[config.mk]
export PLATFORM = sky130hd
export DESIGN_NAME = rrcs_top
export DESIGN_NICKNAME = d
export VERILOG_FILES = /design/src/rrcs_dly_timer.v /design/src/rrcs_top.v
export VERILOG_INCLUDE_DIRS = /design/src
export SDC_FILE = /design/constraint.sdc
export NUM_CORES = 1
export LEC_CHECK = 0
export BUFFER_PORTS_ARGS = -buffer_cell sky130_fd_sc_hd__buf_2
export CELL_PAD_IN_SITES_DETAIL_PLACEMENT = 1
export CELL_PAD_IN_SITES_GLOBAL_PLACEMENT = 2
export CORE_AREA = 2 2 123 173
export CTS_CLUSTER_SIZE = 30
export DETAILED_ROUTE_END_ITERATION = 10
export DIE_AREA = 0 0 125 175
export PLACE_DENSITY_LB_ADDON = 0.1
export SLEW_MARGIN = 15
export SYNTH_ARGS = -nofsm -noshare
export SYNTH_HDL_FRONTEND = slang
export SYNTH_SLANG_ARGS = --single-unit
[constraint.sdc]
create_clock -name sys_clk_i -period 2.1 [get_ports sys_clk_i]
set_input_delay 0.315 -clock sys_clk_i [delete_from_list [all_inputs] [get_ports sys_clk_i]]
set_output_delay 0.315 -clock sys_clk_i [all_outputs]
set_load 0.005 [all_outputs]
[src/rrcs_map.vh]
// rrcs_map.vh: constants of the reset release and clock start-up sequencer
// assumes: included by bare name from the rrcs top-level design file only
`ifndef RRCS_MAP_VH
`define RRCS_MAP_VH

// ********************
// timing
// ********************
`define RRCS_CLK_MHZ          250
`define RRCS_T_POR_US         10
`define RRCS_T_START_REG_US   20
`define RRCS_T_START_NOREG_US 64000
`define RRCS_T_RST_US         20
`define RRCS_T_LOCK_US        20
`define RRCS_T_MON_US         500
`define RRCS_OST_PERIODS      1024

// ********************
// oscillator source codes
// ********************
`define RRCS_OSC_FRC     3'h0
`define RRCS_OSC_FRCPLL  3'h1
`define RRCS_OSC_EXT     3'h2
`define RRCS_OSC_EXTPLL  3'h3
`define RRCS_OSC_XTAL    3'h4
`define RRCS_OSC_XTALPLL 3'h5
`define RRCS_OSC_SEC     3'h6
`define RRCS_OSC_LOW_POWER_INTERNAL_RC    3'h7

// ********************
// register offsets (byte addresses)
// ********************
`define RRCS_OFS_CAUSE    8'h00
`define RRCS_OFS_OSC_CTRL 8'h04
`define RRCS_OFS_STATUS   8'h08
`define RRCS_OFS_IRQ_STAT 8'h0C
`define RRCS_OFS_IRQ_MASK 8'h10

// ********************
// reset cause register fields
// ********************
`define RRCS_CB_TRAP   15
`define RRCS_CB_IOP    14
`define RRCS_CB_CM     9
`define RRCS_CB_EXT    7
`define RRCS_CB_INSTR  6
`define RRCS_CB_WDT    4
`define RRCS_CB_BOR    1
`define RRCS_CB_POR    0
`define RRCS_CAUSE_IMPL 16'hC2D3
`define RRCS_CAUSE_RST  16'h0003

// ********************
// osc control and interrupt fields
// ********************
`define RRCS_OC_FAIL    3
`define RRCS_IRQ_W      3
`define RRCS_IRQ_RSTREL 0
`define RRCS_IRQ_CLKREL 1
`define RRCS_IRQ_FAIL   2
`define RRCS_MASK_RST   3'h0

`endif

[src/rrcs_dly_timer.v]
// rrcs_dly_timer.v: loadable down counter used for every nominal delay
// assumes: step_i is a one-cycle enable pulse in the caller's time base
module rrcs_dly_timer #(
  parameter W = 17
) (
  // clock and reset
  input  wire         sys_clk_i,
  input  wire         srst_i,
  // control
  input  wire         load_i,
  input  wire [W-1:0] load_val_i,
  input  wire         step_i,
  // state
  output wire         done_o
);

  reg [W-1:0] cnt_ff;   // remaining steps
  reg         busy_ff;  // counting in progress
  reg         done_ff;  // sticky until next load

  // ****************************************************************
  // counter
  // ****************************************************************
  // load restarts; done holds so the caller may sample it late
  always @(posedge sys_clk_i) begin
    if (srst_i) begin
      cnt_ff  <= {W{1'b0}};
      busy_ff <= 1'b0;
      done_ff <= 1'b0;
    end else if (load_i) begin
      cnt_ff  <= load_val_i;
      busy_ff <= 1'b1;
      done_ff <= 1'b0;
    end else if (busy_ff && step_i) begin
      // last step ends the delay
      if (cnt_ff <= {{(W-1){1'b0}}, 1'b1}) begin
        busy_ff <= 1'b0;
        done_ff <= 1'b1;
      end else begin
        cnt_ff <= cnt_ff - {{(W-1){1'b0}}, 1'b1};
      end
    end
  end

  assign done_o = done_ff;

endmodule // rrcs_dly_timer

[src/rrcs_top.v]
// rrcs_top.v: reset release sequencer with clock start-up and fail monitor
// assumes: reset sources, ticks and config levels are synchronous to sys_clk_i;
// osc_tick_i pulses once per oscillator period; apb master per AMBA APB
`include "rrcs_map.vh"

// Operation
// switching on: POR/BOR use config, else current
// switching off: config bits always pick clock
// release reset after power-on and startup delays
// clock start-up runs alongside reset delays
// POR: 10us, startup, internal; BOR skips 10us
// startup 20us regulated, 64ms not; wake too (code applies no wake delay with regulator off)
// other resets: internal reset time only
// crystal sources count 1024 oscillator periods
// PLL sources wait lock time after start-up
// crystal/PLL: monitor arms after extra delay
// no execution before clock is released
// no clock at arming: switch to FAST_INTERNAL_RC, trap
// osc control reset depends on type, config
// any active source asserts master reset
// own cause flags; POR clears others
// delays count a microsecond timebase
module rrcs_top #(
  parameter [16:0] T_POR_US         = `RRCS_T_POR_US,
  parameter [16:0] T_START_REG_US   = `RRCS_T_START_REG_US,
  parameter [16:0] T_START_NOREG_US = `RRCS_T_START_NOREG_US,
  parameter [16:0] T_RST_US         = `RRCS_T_RST_US,
  parameter [16:0] T_LOCK_US        = `RRCS_T_LOCK_US,
  parameter [16:0] T_MON_US         = `RRCS_T_MON_US,
  parameter [16:0] OST_PERIODS      = `RRCS_OST_PERIODS
) (
  // clock and reset
  input  wire        sys_clk_i,
  input  wire        srst_i,
  // reset sources, high while active
  input  wire        por_rst_i,
  input  wire        brownout_reset_i,
  input  wire        external_clear_pin_reset_i,
  input  wire        watchdog_reset_i,
  input  wire        instruction_reset_i,
  input  wire        trap_conflict_rst_i,
  input  wire        illegal_op_rst_i,
  input  wire        cfg_mismatch_rst_i,
  // configuration levels
  input  wire        clk_switch_en_i,
  input  wire [2:0]  initial_osc_select_field_i,
  input  wire        regulator_en_i,
  input  wire        clock_fail_monitor_en_i,
  // oscillator side
  input  wire        osc_tick_i,
  input  wire        clk_valid_i,
  input  wire        wake_i,
  // apb slave
  input  wire        psel_i,
  input  wire        penable_i,
  input  wire        pwrite_i,
  input  wire [7:0]  paddr_i,
  input  wire [31:0] pwdata_i,
  output reg  [31:0] prdata_o,
  output reg         pready_o,
  output reg         pslverr_o,
  // sequencer outputs
  output reg         master_reset_line_o,
  output reg  [2:0]  clk_sel_o,
  output reg         clk_released_o,
  output reg         exec_en_o,
  output reg         monitor_armed_o,
  output reg         osc_fail_trap_o,
  output reg         irq_o
);

  // ****************************************************************
  // local codes
  // ****************************************************************
  localparam [2:0] S_HOLD  = 3'h0;  // source active
  localparam [2:0] S_POR   = 3'h1;  // power-on delay
  localparam [2:0] S_START = 3'h2;  // start-up delay
  localparam [2:0] S_RST   = 3'h3;  // internal reset time
  localparam [2:0] S_RUN   = 3'h4;  // released
  localparam [2:0] S_WAKE  = 3'h5;  // start-up after sleep
  localparam [1:0] K_POR   = 2'h0;  // kinds, lower wins
  localparam [1:0] K_BOR   = 2'h1;
  localparam [1:0] K_SHORT = 2'h2;
  localparam [1:0] CK_RUN  = 2'h0;  // clock chain states
  localparam [1:0] CK_OST  = 2'h1;
  localparam [1:0] CK_LOCK = 2'h2;
  localparam [1:0] M_OFF   = 2'h0;  // monitor states
  localparam [1:0] M_WAIT  = 2'h1;
  localparam [1:0] M_CHECK = 2'h2;
  localparam [1:0] M_ARMED = 2'h3;
  localparam [7:0] DIV_LAST = `RRCS_CLK_MHZ * 1 - 1;  // cycles per us, less one

  // ****************************************************************
  // decode helpers
  // ****************************************************************
  function is_xtal;  // sources needing the start-up count
    input [2:0] s;
    is_xtal = (s == `RRCS_OSC_XTAL) || (s == `RRCS_OSC_XTALPLL) ||
              (s == `RRCS_OSC_SEC);
  endfunction

  function is_pll;  // sources needing lock time
    input [2:0] s;
    is_pll = (s == `RRCS_OSC_FRCPLL) || (s == `RRCS_OSC_EXTPLL) ||
             (s == `RRCS_OSC_XTALPLL);
  endfunction

  function addr_hit;  // mapped register offsets
    input [7:0] a;
    addr_hit = (a == `RRCS_OFS_CAUSE) || (a == `RRCS_OFS_OSC_CTRL) ||
               (a == `RRCS_OFS_STATUS) || (a == `RRCS_OFS_IRQ_STAT) ||
               (a == `RRCS_OFS_IRQ_MASK);
  endfunction

  // ****************************************************************
  // state
  // ****************************************************************
  reg [7:0]  div_ff;       // microsecond divider
  reg        us_tick_ff;   // one pulse per microsecond
  reg [2:0]  state_ff;     // reset chain
  reg [1:0]  kind_ff;      // kind of the current reset
  reg [1:0]  ck_ff;        // clock chain
  reg        clk_ok_ff;    // clock released to system
  reg [1:0]  mon_ff;       // fail monitor
  reg [2:0]  cur_osc_ff;   // current source field
  reg        fail_ff;      // clock failure seen
  reg [15:0] cause_ff;     // reset cause flags
  reg [2:0]  irq_st_ff;    // sticky events
  reg [2:0]  mask_ff;      // event enables

  reg [2:0]  nxt_state;
  reg [1:0]  nxt_kind;
  reg [1:0]  nxt_ck;
  reg        nxt_clk_ok;
  reg [1:0]  nxt_mon;
  reg [2:0]  nxt_cur_osc;
  reg        nxt_fail;
  reg        fail_evt;
  reg        r_load;       // reset chain timer
  reg [16:0] r_val;
  reg        c_load;       // clock chain timer
  reg [16:0] c_val;
  reg        m_load;       // monitor delay timer
  reg [2:0]  sel_osc;      // source picked at release
  wire       r_done;
  wire       c_done;
  wire       m_done;

  // ****************************************************************
  // source merge and bus decode
  // ****************************************************************
  wire any_src = por_rst_i | brownout_reset_i | external_clear_pin_reset_i |
                 watchdog_reset_i | instruction_reset_i | trap_conflict_rst_i |
                 illegal_op_rst_i | cfg_mismatch_rst_i;
  wire [1:0] src_kind = por_rst_i ? K_POR : (brownout_reset_i ? K_BOR : K_SHORT);
  wire bus_wr = psel_i & penable_i & pwrite_i & pready_o & addr_hit(paddr_i);
  wire wr_cause = bus_wr & (paddr_i == `RRCS_OFS_CAUSE);
  wire wr_osc   = bus_wr & (paddr_i == `RRCS_OFS_OSC_CTRL);
  wire wr_stat  = bus_wr & (paddr_i == `RRCS_OFS_IRQ_STAT);
  wire wr_mask  = bus_wr & (paddr_i == `RRCS_OFS_IRQ_MASK);
  wire [16:0] t_start = regulator_en_i ? T_START_REG_US : T_START_NOREG_US;
  wire nxt_mreset = (nxt_state != S_RUN) && (nxt_state != S_WAKE);

  // ****************************************************************
  // microsecond timebase
  // ****************************************************************
  // all nominal delays count this tick, not raw cycles
  always @(posedge sys_clk_i) begin
    if (srst_i) begin
      div_ff     <= 8'h00;
      us_tick_ff <= 1'b0;
    end else if (div_ff == DIV_LAST) begin
      div_ff     <= 8'h00;
      us_tick_ff <= 1'b1;
    end else begin
      div_ff     <= div_ff + 8'h01;
      us_tick_ff <= 1'b0;
    end
  end

  // ****************************************************************
  // delay timers
  // ****************************************************************
  rrcs_dly_timer #(.W(17)) u_rst_tmr (
    .sys_clk_i  (sys_clk_i),
    .srst_i     (srst_i),
    .load_i     (r_load),
    .load_val_i (r_val),
    .step_i     (us_tick_ff),
    .done_o     (r_done)
  );

  // start-up count steps on oscillator periods, lock on microseconds
  rrcs_dly_timer #(.W(17)) u_clk_tmr (
    .sys_clk_i  (sys_clk_i),
    .srst_i     (srst_i),
    .load_i     (c_load),
    .load_val_i (c_val),
    .step_i     ((ck_ff == CK_OST) ? osc_tick_i : us_tick_ff),
    .done_o     (c_done)
  );

  rrcs_dly_timer #(.W(17)) u_mon_tmr (
    .sys_clk_i  (sys_clk_i),
    .srst_i     (srst_i),
    .load_i     (m_load),
    .load_val_i (T_MON_US),
    .step_i     (us_tick_ff),
    .done_o     (m_done)
  );

  // ****************************************************************
  // sequencer next state
  // ****************************************************************
  // clock chain first, reset chain may restart it, monitor overrides both
  always @* begin
    nxt_state   = state_ff;
    nxt_kind    = kind_ff;
    nxt_ck      = ck_ff;
    nxt_clk_ok  = clk_ok_ff;
    nxt_mon     = mon_ff;
    nxt_cur_osc = cur_osc_ff;
    nxt_fail    = fail_ff & ~(wr_osc & pwdata_i[`RRCS_OC_FAIL]);
    fail_evt    = 1'b0;
    r_load      = 1'b0;
    r_val       = T_RST_US;
    c_load      = 1'b0;
    c_val       = T_LOCK_US;
    m_load      = 1'b0;
    // pll sources get lock time; crystal plain sources are done
    sel_osc     = (clk_switch_en_i && kind_ff == K_SHORT) ?
                  cur_osc_ff : initial_osc_select_field_i;
    // clock chain progress
    case (ck_ff)
      CK_OST: begin
        if (c_done) begin
          if (is_pll(cur_osc_ff)) begin
            nxt_ck = CK_LOCK;
            c_load = 1'b1;
          end else begin
            nxt_ck     = CK_RUN;
            nxt_clk_ok = 1'b1;
          end
        end
      end
      CK_LOCK: begin
        if (c_done) begin
          nxt_ck     = CK_RUN;
          nxt_clk_ok = 1'b1;
        end
      end
      default: ;
    endcase
    // reset chain
    if (any_src) begin
      nxt_state = S_HOLD;
      nxt_kind  = (state_ff != S_HOLD || src_kind < kind_ff) ? src_kind : kind_ff;
      nxt_mon   = M_OFF;
      nxt_fail  = 1'b0;
    end else begin
      case (state_ff)
        S_HOLD: begin
          r_load      = 1'b1;
          nxt_cur_osc = sel_osc;
          if (kind_ff == K_POR) begin
            nxt_state = S_POR;
            r_val     = T_POR_US;
          end else if (kind_ff == K_BOR) begin
            nxt_state = S_START;
            r_val     = t_start;
          end else begin
            nxt_state = S_RST;
          end
          // clock start-up begins now, in parallel with the delays
          if (kind_ff == K_SHORT) begin
            nxt_ck     = CK_RUN;
            nxt_clk_ok = 1'b1;
          end else if (is_xtal(sel_osc)) begin
            nxt_ck     = CK_OST;
            nxt_clk_ok = 1'b0;
            c_load     = 1'b1;
            c_val      = OST_PERIODS;
          end else if (is_pll(sel_osc)) begin
            nxt_ck     = CK_LOCK;
            nxt_clk_ok = 1'b0;
            c_load     = 1'b1;
          end else begin
            nxt_ck     = CK_RUN;
            nxt_clk_ok = 1'b1;
          end
        end
        S_POR: begin
          if (r_done) begin
            nxt_state = S_START;
            r_load    = 1'b1;
            r_val     = t_start;
          end
        end
        S_START: begin
          if (r_done) begin
            nxt_state = S_RST;
            r_load    = 1'b1;
          end
        end
        S_RST: begin
          if (r_done) begin
            nxt_state = S_RUN;
            if (clock_fail_monitor_en_i) begin
              if (kind_ff != K_SHORT &&
                  (is_xtal(cur_osc_ff) || is_pll(cur_osc_ff))) begin
                nxt_mon = M_WAIT;
                m_load  = 1'b1;
              end else begin
                nxt_mon = M_CHECK;
              end
            end
          end
        end
        S_RUN: begin
          // regulator off: wake start-up is not applied
          if (wake_i && regulator_en_i) begin
            nxt_state = S_WAKE;
            r_load    = 1'b1;
            r_val     = T_START_REG_US;
          end
        end
        S_WAKE: begin
          if (r_done) begin
            nxt_state = S_RUN;
          end
        end
        default: begin
          nxt_state = S_HOLD;
        end
      endcase
    end
    // fail monitor
    if (!any_src) begin
      case (mon_ff)
        M_WAIT: begin
          if (m_done) begin
            nxt_mon = M_CHECK;
          end
        end
        M_CHECK: begin
          if (!(clk_ok_ff && clk_valid_i)) begin
            fail_evt = 1'b1;
          end else begin
            nxt_mon = M_ARMED;
          end
        end
        M_ARMED: begin
          if (!clk_valid_i) begin
            fail_evt = 1'b1;
          end
        end
        default: ;
      endcase
    end
    // fall back to the fast internal rc
    if (fail_evt) begin
      nxt_cur_osc = `RRCS_OSC_FRC;
      nxt_ck      = CK_RUN;
      nxt_clk_ok  = 1'b1;
      nxt_fail    = 1'b1;
      nxt_mon     = M_OFF;
    end
  end

  // ****************************************************************
  // sequencer registers and outputs
  // ****************************************************************
  // after srst the chain behaves as a power-on
  always @(posedge sys_clk_i) begin
    if (srst_i) begin
      state_ff            <= S_HOLD;
      kind_ff             <= K_POR;
      ck_ff               <= CK_RUN;
      clk_ok_ff           <= 1'b0;
      mon_ff              <= M_OFF;
      cur_osc_ff          <= `RRCS_OSC_FRC;
      fail_ff             <= 1'b0;
      master_reset_line_o <= 1'b1;
      clk_sel_o           <= `RRCS_OSC_FRC;
      clk_released_o      <= 1'b0;
      exec_en_o           <= 1'b0;
      monitor_armed_o     <= 1'b0;
      osc_fail_trap_o     <= 1'b0;
    end else begin
      state_ff            <= nxt_state;
      kind_ff             <= nxt_kind;
      ck_ff               <= nxt_ck;
      clk_ok_ff           <= nxt_clk_ok;
      mon_ff              <= nxt_mon;
      cur_osc_ff          <= nxt_cur_osc;
      fail_ff             <= nxt_fail;
      master_reset_line_o <= nxt_mreset;
      clk_sel_o           <= nxt_cur_osc;
      clk_released_o      <= nxt_clk_ok;
      exec_en_o           <= (nxt_state == S_RUN) && nxt_clk_ok;
      monitor_armed_o     <= (nxt_mon == M_ARMED);
      osc_fail_trap_o     <= fail_evt;
    end
  end

  // ****************************************************************
  // reset cause flags
  // ****************************************************************
  // hardware set beats a simultaneous software clear
  wire [15:0] cause_set = ({15'h0, por_rst_i} << `RRCS_CB_POR) |
                          ({15'h0, brownout_reset_i} << `RRCS_CB_BOR) |
                          ({15'h0, external_clear_pin_reset_i} << `RRCS_CB_EXT) |
                          ({15'h0, watchdog_reset_i} << `RRCS_CB_WDT) |
                          ({15'h0, instruction_reset_i} << `RRCS_CB_INSTR) |
                          ({15'h0, trap_conflict_rst_i} << `RRCS_CB_TRAP) |
                          ({15'h0, illegal_op_rst_i} << `RRCS_CB_IOP) |
                          ({15'h0, cfg_mismatch_rst_i} << `RRCS_CB_CM);
  wire [15:0] cause_base = wr_cause ? (pwdata_i[15:0] & `RRCS_CAUSE_IMPL) : cause_ff;

  // flags are status only: writing one never starts a reset
  always @(posedge sys_clk_i) begin
    if (srst_i) begin
      cause_ff <= `RRCS_CAUSE_RST;
    end else if (por_rst_i) begin
      cause_ff <= cause_set & (16'h0001 << `RRCS_CB_POR);
    end else begin
      cause_ff <= cause_base | cause_set;
    end
  end

  // ****************************************************************
  // interrupt status and mask
  // ****************************************************************
  wire [2:0] ev = {fail_evt, nxt_clk_ok & ~clk_ok_ff,
                   master_reset_line_o & ~nxt_mreset};

  // plain registers take the same value on every reset kind
  always @(posedge sys_clk_i) begin
    if (srst_i || any_src) begin
      irq_st_ff <= 3'h0;
      mask_ff   <= `RRCS_MASK_RST;
      irq_o     <= 1'b0;
    end else begin
      irq_st_ff <= (irq_st_ff & ~(wr_stat ? pwdata_i[2:0] : 3'h0)) | ev;
      mask_ff   <= wr_mask ? pwdata_i[2:0] : mask_ff;
      irq_o     <= |((irq_st_ff & ~(wr_stat ? pwdata_i[2:0] : 3'h0) | ev) &
                     (wr_mask ? pwdata_i[2:0] : mask_ff));
    end
  end

  // ****************************************************************
  // apb slave
  // ****************************************************************
  // one wait-free access phase: data captured in setup, ready next cycle
  always @(posedge sys_clk_i) begin
    if (srst_i) begin
      prdata_o  <= 32'h00000000;
      pready_o  <= 1'b0;
      pslverr_o <= 1'b0;
    end else if (psel_i && !penable_i) begin
      pready_o  <= 1'b1;
      pslverr_o <= ~addr_hit(paddr_i);
      case (paddr_i)
        `RRCS_OFS_CAUSE:    prdata_o <= {16'h0000, cause_ff};
        `RRCS_OFS_OSC_CTRL: prdata_o <= {17'h00000, cur_osc_ff, 8'h00, fail_ff,
                                         2'h0, clk_ok_ff};
        `RRCS_OFS_STATUS:   prdata_o <= {24'h000000, mon_ff, ck_ff, exec_en_o,
                                         state_ff};
        `RRCS_OFS_IRQ_STAT: prdata_o <= {29'h00000000, irq_st_ff};
        `RRCS_OFS_IRQ_MASK: prdata_o <= {29'h00000000, mask_ff};
        default:            prdata_o <= 32'h00000000;
      endcase
    end else begin
      pready_o  <= 1'b0;
      pslverr_o <= 1'b0;
    end
  end

endmodule // rrcs_top

# == Yosys cells after proc, flatten, opt, wreduce, memory -nomap -nowiden ==
# Index checks and enable logic that the tools add are counted.
# classes
n_addsub,4
order_cmp,4
n_eq_ne,35
mux,99
bitwise_logic,38
n_reduce_logical,58
# op_table
operator,count
$mux 17,6
$mux 16,6
$pmux 16 s5,1
$le 17x1->1 const B,3
$sub 17x1->17 const B,3
$mux 11,4
$mux 1,43
$mux 2,21
$pmux 16 s2,1
$eq 3x3->1 const B,9
$mux 9,3
$mux 3,8
$reduce_and 2->1,12
$reduce_or 2->1,9
$eq 8x4->1 const B,2
$or 16x10->16,1
$or 16x15->16,1
$or 16x16->16,1
$or 8x16->16,1
$logic_or 1x1->1,15
$pmux 3 s5,1
$and 1x1->1,12
$eq 3x2->1 const B,4
$reduce_bool 2->1,6
29 further kinds,65
# totals
register_bits,141
inputBits,62

# == Depth between registers and ports, before layout ==
# depth
word_depth,16
mapped_depth,8
depth_no_buf,7

# == Cells and area by module ==
# From an unflattened synthesis, not the netlist that was laid out.
# unflattened
hier_cells,781
area_unflattened_um2,6458.7
# by_module_without_submodules
module,instances,cells_per_inst,area_each_um2
rrcs_dly_timer,3,140,1141.1
rrcs_top,1,361,3035.4

# == Least setup slack after synthesis ==
# OpenSTA, ideal clock, no wires.
# synth_path
kind,input to register
start,input port paddr_i[0]
end,register cause_ff[14]
setup_ns,0.115
arrival_ns,1.987
t_required_ns,1.985
slack_ns,-0.001
path_stages,5
cell_sequence,or4_4 > buf_6 > nor4_4 > mux2_2 > o21a_1
# synth_between
elab_chain_len,9
elab_cells_between_ends,13
cone_classes,4 x eq/ne; 1 x mux; 3 x bitwise; 5 x reduce/logical
# synth_rtl
item,line,source
start: declaration,rrcs_top.v:57,"input wire [7:0] paddr_i,"
$eq 8x3->1 or $logic_not 8->1 (tied branches),n/a,
$logic_or 1x1->1 (4 in series),rrcs_top.v:110,addr_hit = (a == `RRCS_OFS_CAUSE) || (a == `RRCS_OFS_OSC_CTRL) ||
$and 1x1->1,rrcs_top.v:156,wire bus_wr = psel_i & penable_i & pwrite_i & pready_o & addr_hit(paddr_i);
$and 1x1->1 (*),rrcs_top.v:157,wire wr_cause = bus_wr & (paddr_i == `RRCS_OFS_CAUSE);
$mux 16 (*),rrcs_top.v:418,wire [15:0] cause_base = wr_cause ? (pwdata_i[15:0] & `RRCS_CAUSE_IMPL) : cause_ff;
$or 16x16->16 (*),rrcs_top.v:427,cause_ff <= cause_base | cause_set;
end signal: assignment,rrcs_top.v:423,cause_ff <= `RRCS_CAUSE_RST;
end signal: assignment,rrcs_top.v:425,cause_ff <= cause_set & (16'h0001 << `RRCS_CB_POR);
end signal: assignment,rrcs_top.v:427,
end: declaration,rrcs_top.v:127,reg [15:0] cause_ff;
# Mark *: on every way between the ends. The rest lies on a longest branch, timed or not.
# A chain may end at the register's enable or synchronous reset.

# == Final worst setup path ==
# layout_path
start,register u_mon_tmr.cnt_ff[11]
end,register u_mon_tmr.cnt_ff[5]
# layout_between
elab_chain_len,3
# layout_rtl
item,line,source
start: declaration,rrcs_dly_timer.v:17,reg [W-1:0] cnt_ff;
start signal: assignment,rrcs_dly_timer.v:27,cnt_ff <= {W{1'b0}};
start signal: assignment,rrcs_dly_timer.v:31,cnt_ff <= load_val_i;
start signal: assignment,rrcs_dly_timer.v:40,"cnt_ff <= cnt_ff - {{(W-1){1'b0}}, 1'b1};"
$le 17x1->1,rrcs_dly_timer.v:36,"if (cnt_ff <= {{(W-1){1'b0}}, 1'b1}) begin"
$ne 2x2->1 (no source line),n/a,
$reduce_and 2->1 (no source line),n/a,
# Every way passes these cells.

==> results.cfg <==
[status]
outcome = finished clean

[timing]
max_slew.worst_pin.slew_ns = 0.623
slew_headroom_pct = 58.4
clock_skew_ns = 0.0124
hold_violations = 0
fmax_ghz = 0.501
drv_slew = 0
timing.final.ws_setup_ns = 0.104
fin_crit_ns = 2.00
rsz0062_at_grt = true
setup_viol_count_final = 0
finalCritPeriodShare_pct = 95.1

[clocking]
cts_tree = yes
cts.repair_timing.setup_buffer_count = 0
cts-root-buf = clkbuf_16
numCtsBuffers = 17
insertion_delay_ns = 0.41
cts_sinks = 114
htreeDepth = 4
cts.path.max_buffers = 2
clkSlewWorstSetupHoldPaths_ns = 0.05

[placed_design]
dpl_cell_area_sq_um = 6840
io_buffers = 63
pre_cts_ws_ns = -0.0511
dp_hpwl_microns = 13900
gp_congestion = 0.802
dp_cells = 1035

[setup_path]
required_ns = 2.38
critPathKind = flop to flop
cp_top_family = simple AND/OR/NAND/NOR gates
cp_cell_sequence = or4_1 -> or2_1 -> o31ai_1 -> xor2_1 -> a21oi_1
cp_max_fo = 5
slowest_delay_ns = 0.62
slowest_stage = or4_1
critPathLaunchType = flop
endpoint_kind = flop
cp.arrival_ns = 2.28
critPathBufInv = 0

[die]
die_w_microns = 125
row_count = 62
start_util_pct = 29.6
core_sq_um = 20300
die_h_microns = 175
dieArea_sq_um = 21900
pin_count = 105

[global_route]
grt_max_degree = 26
grt-ovfl-total = 0
grt_util_all_layers_pct = 17.2
antenna_found_initial = 0
grt_pass1_wl_microns = 30200
first_global_vias = 5848

[synth]
synth.most_common_cell = dfxtp_1
yosys-top-cells-count = dfxtp_1 (114), nor2_1 (85), a21oi_1 (34)
syn-mean-instance-area_sq_um = 8.66
ys_async_sr_fraction_pct = 0
synth_warnings = 0
netlist.area_leader.share_pct = 37.9
netlist_area_sq_um = 6020
synth_cell_types = 78
postSynthCellCount = 695
synth_edf_count = 0
synth.top_cells.by_area = dfxtp_1 (38%), nor2_1 (5.3%), xor2_1 (3.5%)
post-synth-top-area-cell = dfxtp_1
synth_ff_type = dfxtp_1
ys_ff_latch = 114
synth-seq-area-share_pct = 37.9

[layout]
drive_above_1_share_pct = 21.4
layout.cells.non_filler = 1064
area_growth_syn_to_layout_pct = 23.1
fin_util_pct = 36.4
fin_nets = 874
n_antenna_cell = 0
finalInstanceArea_sq_um = 7410

[routing]
drt-total-wl_microns = 18100
drt_iter0_drc = 247
drtPass1Iterations = 4
drc = 0
via_per_inst = 5.08
vias = 5408
avgRoutedWirePerCell_microns = 17.0
ant_nets = 0

[worst_hold_path]
hold_class = primary input to flop

[job]
max-cap-violations = 0

[pwr]
power.density_nw_per_um2 = 699
p_leak_nw = 2.92
fin_total_pwr_mw = 5.18
peakVddDrop_mv = 0.391
power breakdown:
part           internal (mW)  switching [mW]
sequential              2.19          0.0240
clock                   1.69           0.986
combinational          0.115           0.177
repair_timing:
action                     CTS  global route
setup endpoints to repair    0            24
resized for setup            0             6
hold buffers                 0             0
worst paths after layout:
path | start | endpoint | slack (ns) | cells past startpoint
worst max-delay path | u_mon_tmr.cnt_ff[11] | u_mon_tmr.cnt_ff[5] | 0.10 | 5
worst min-delay path | trap_conflict_rst_i | cause_ff[15] | 0.15 | 2
worst max register to register | u_mon_tmr.cnt_ff[11] | u_mon_tmr.cnt_ff[5] | 0.10 | 5
worst min register to register | prdata_o[15] | prdata_o[15] | 0.45 | 2
kinds of logic after synthesis:
family / count (synthesis) / share of synthesized area (%)
AOI/OAI and AO/OA: 153 / 17.6
xor gates and xnor gates: 42 / 6.11
adders and majority gates: 14 / 2.91
buffers and inverters: 74 / 6.22
DFF: 114 / 37.9
muxes: 20 / 3.70
other: 1 / 0.0623
and+or+nand+nor: 277 / 25.5
metal layers:
layer / track usage [%] / routed length, microns
met5: 0 / 0
met4: 5.88 / 380
met3: 3.86 / 462
met1: 19.7 / 7820
met2: 31.3 / 9450
final cells by class:
class                   instances  area (sq um)
fillers                      2409         12900
inverters                      27           101
flip-flops and latches        114          2280
clock buffers                  23           478
multi-input cells             525          3460
clock inverters                 6          57.6
repair buffers                113           703
well taps                     256           320
through the flow:
step,hold WS (ns),TNS [ns]
final,0.146,0
after global routing,0.127,-0.0236
after CTS,0.124,0
after detailed placement,0.449,-0.326
after global placement,0.437,-0.197
after floorplan,0.429,-0.00900
sequential cells by signal (all words and copies together) (netlist names), 2 cells and up:
register	flops
u_clk_tmr.cnt_ff	17
u_mon_tmr.cnt_ff	17
u_rst_tmr.cnt_ff	17
prdata_o	13
cause_ff	8
div_ff	8
cur_osc_ff	3
irq_st_ff	3
mask_ff	3
state_ff	3
ck_ff	2
kind_ff	2
mon_ff	2
cell usage in the layout, fill, tap and decap left out, types with 18 or more instances in the layout:
cell type  instances
a21oi_1           33
buf_2             63
buf_4             49
conb_1            19
dfxtp_1          114
inv_1             27
nand2_1           32
nand3_1           21
nor2_1            84
nor3_1            29
xnor2_1           18
xor2_1            24
worst register-to-register path, cell delays in order (launching register included):
cell and delay (ns):
dfxtp_1 0.35, or4_1 0.62, or2_1 0.34, o31ai_1 0.29
xor2_1 0.18, a21oi_1 0.08
(Power assumes the default switching activity.)
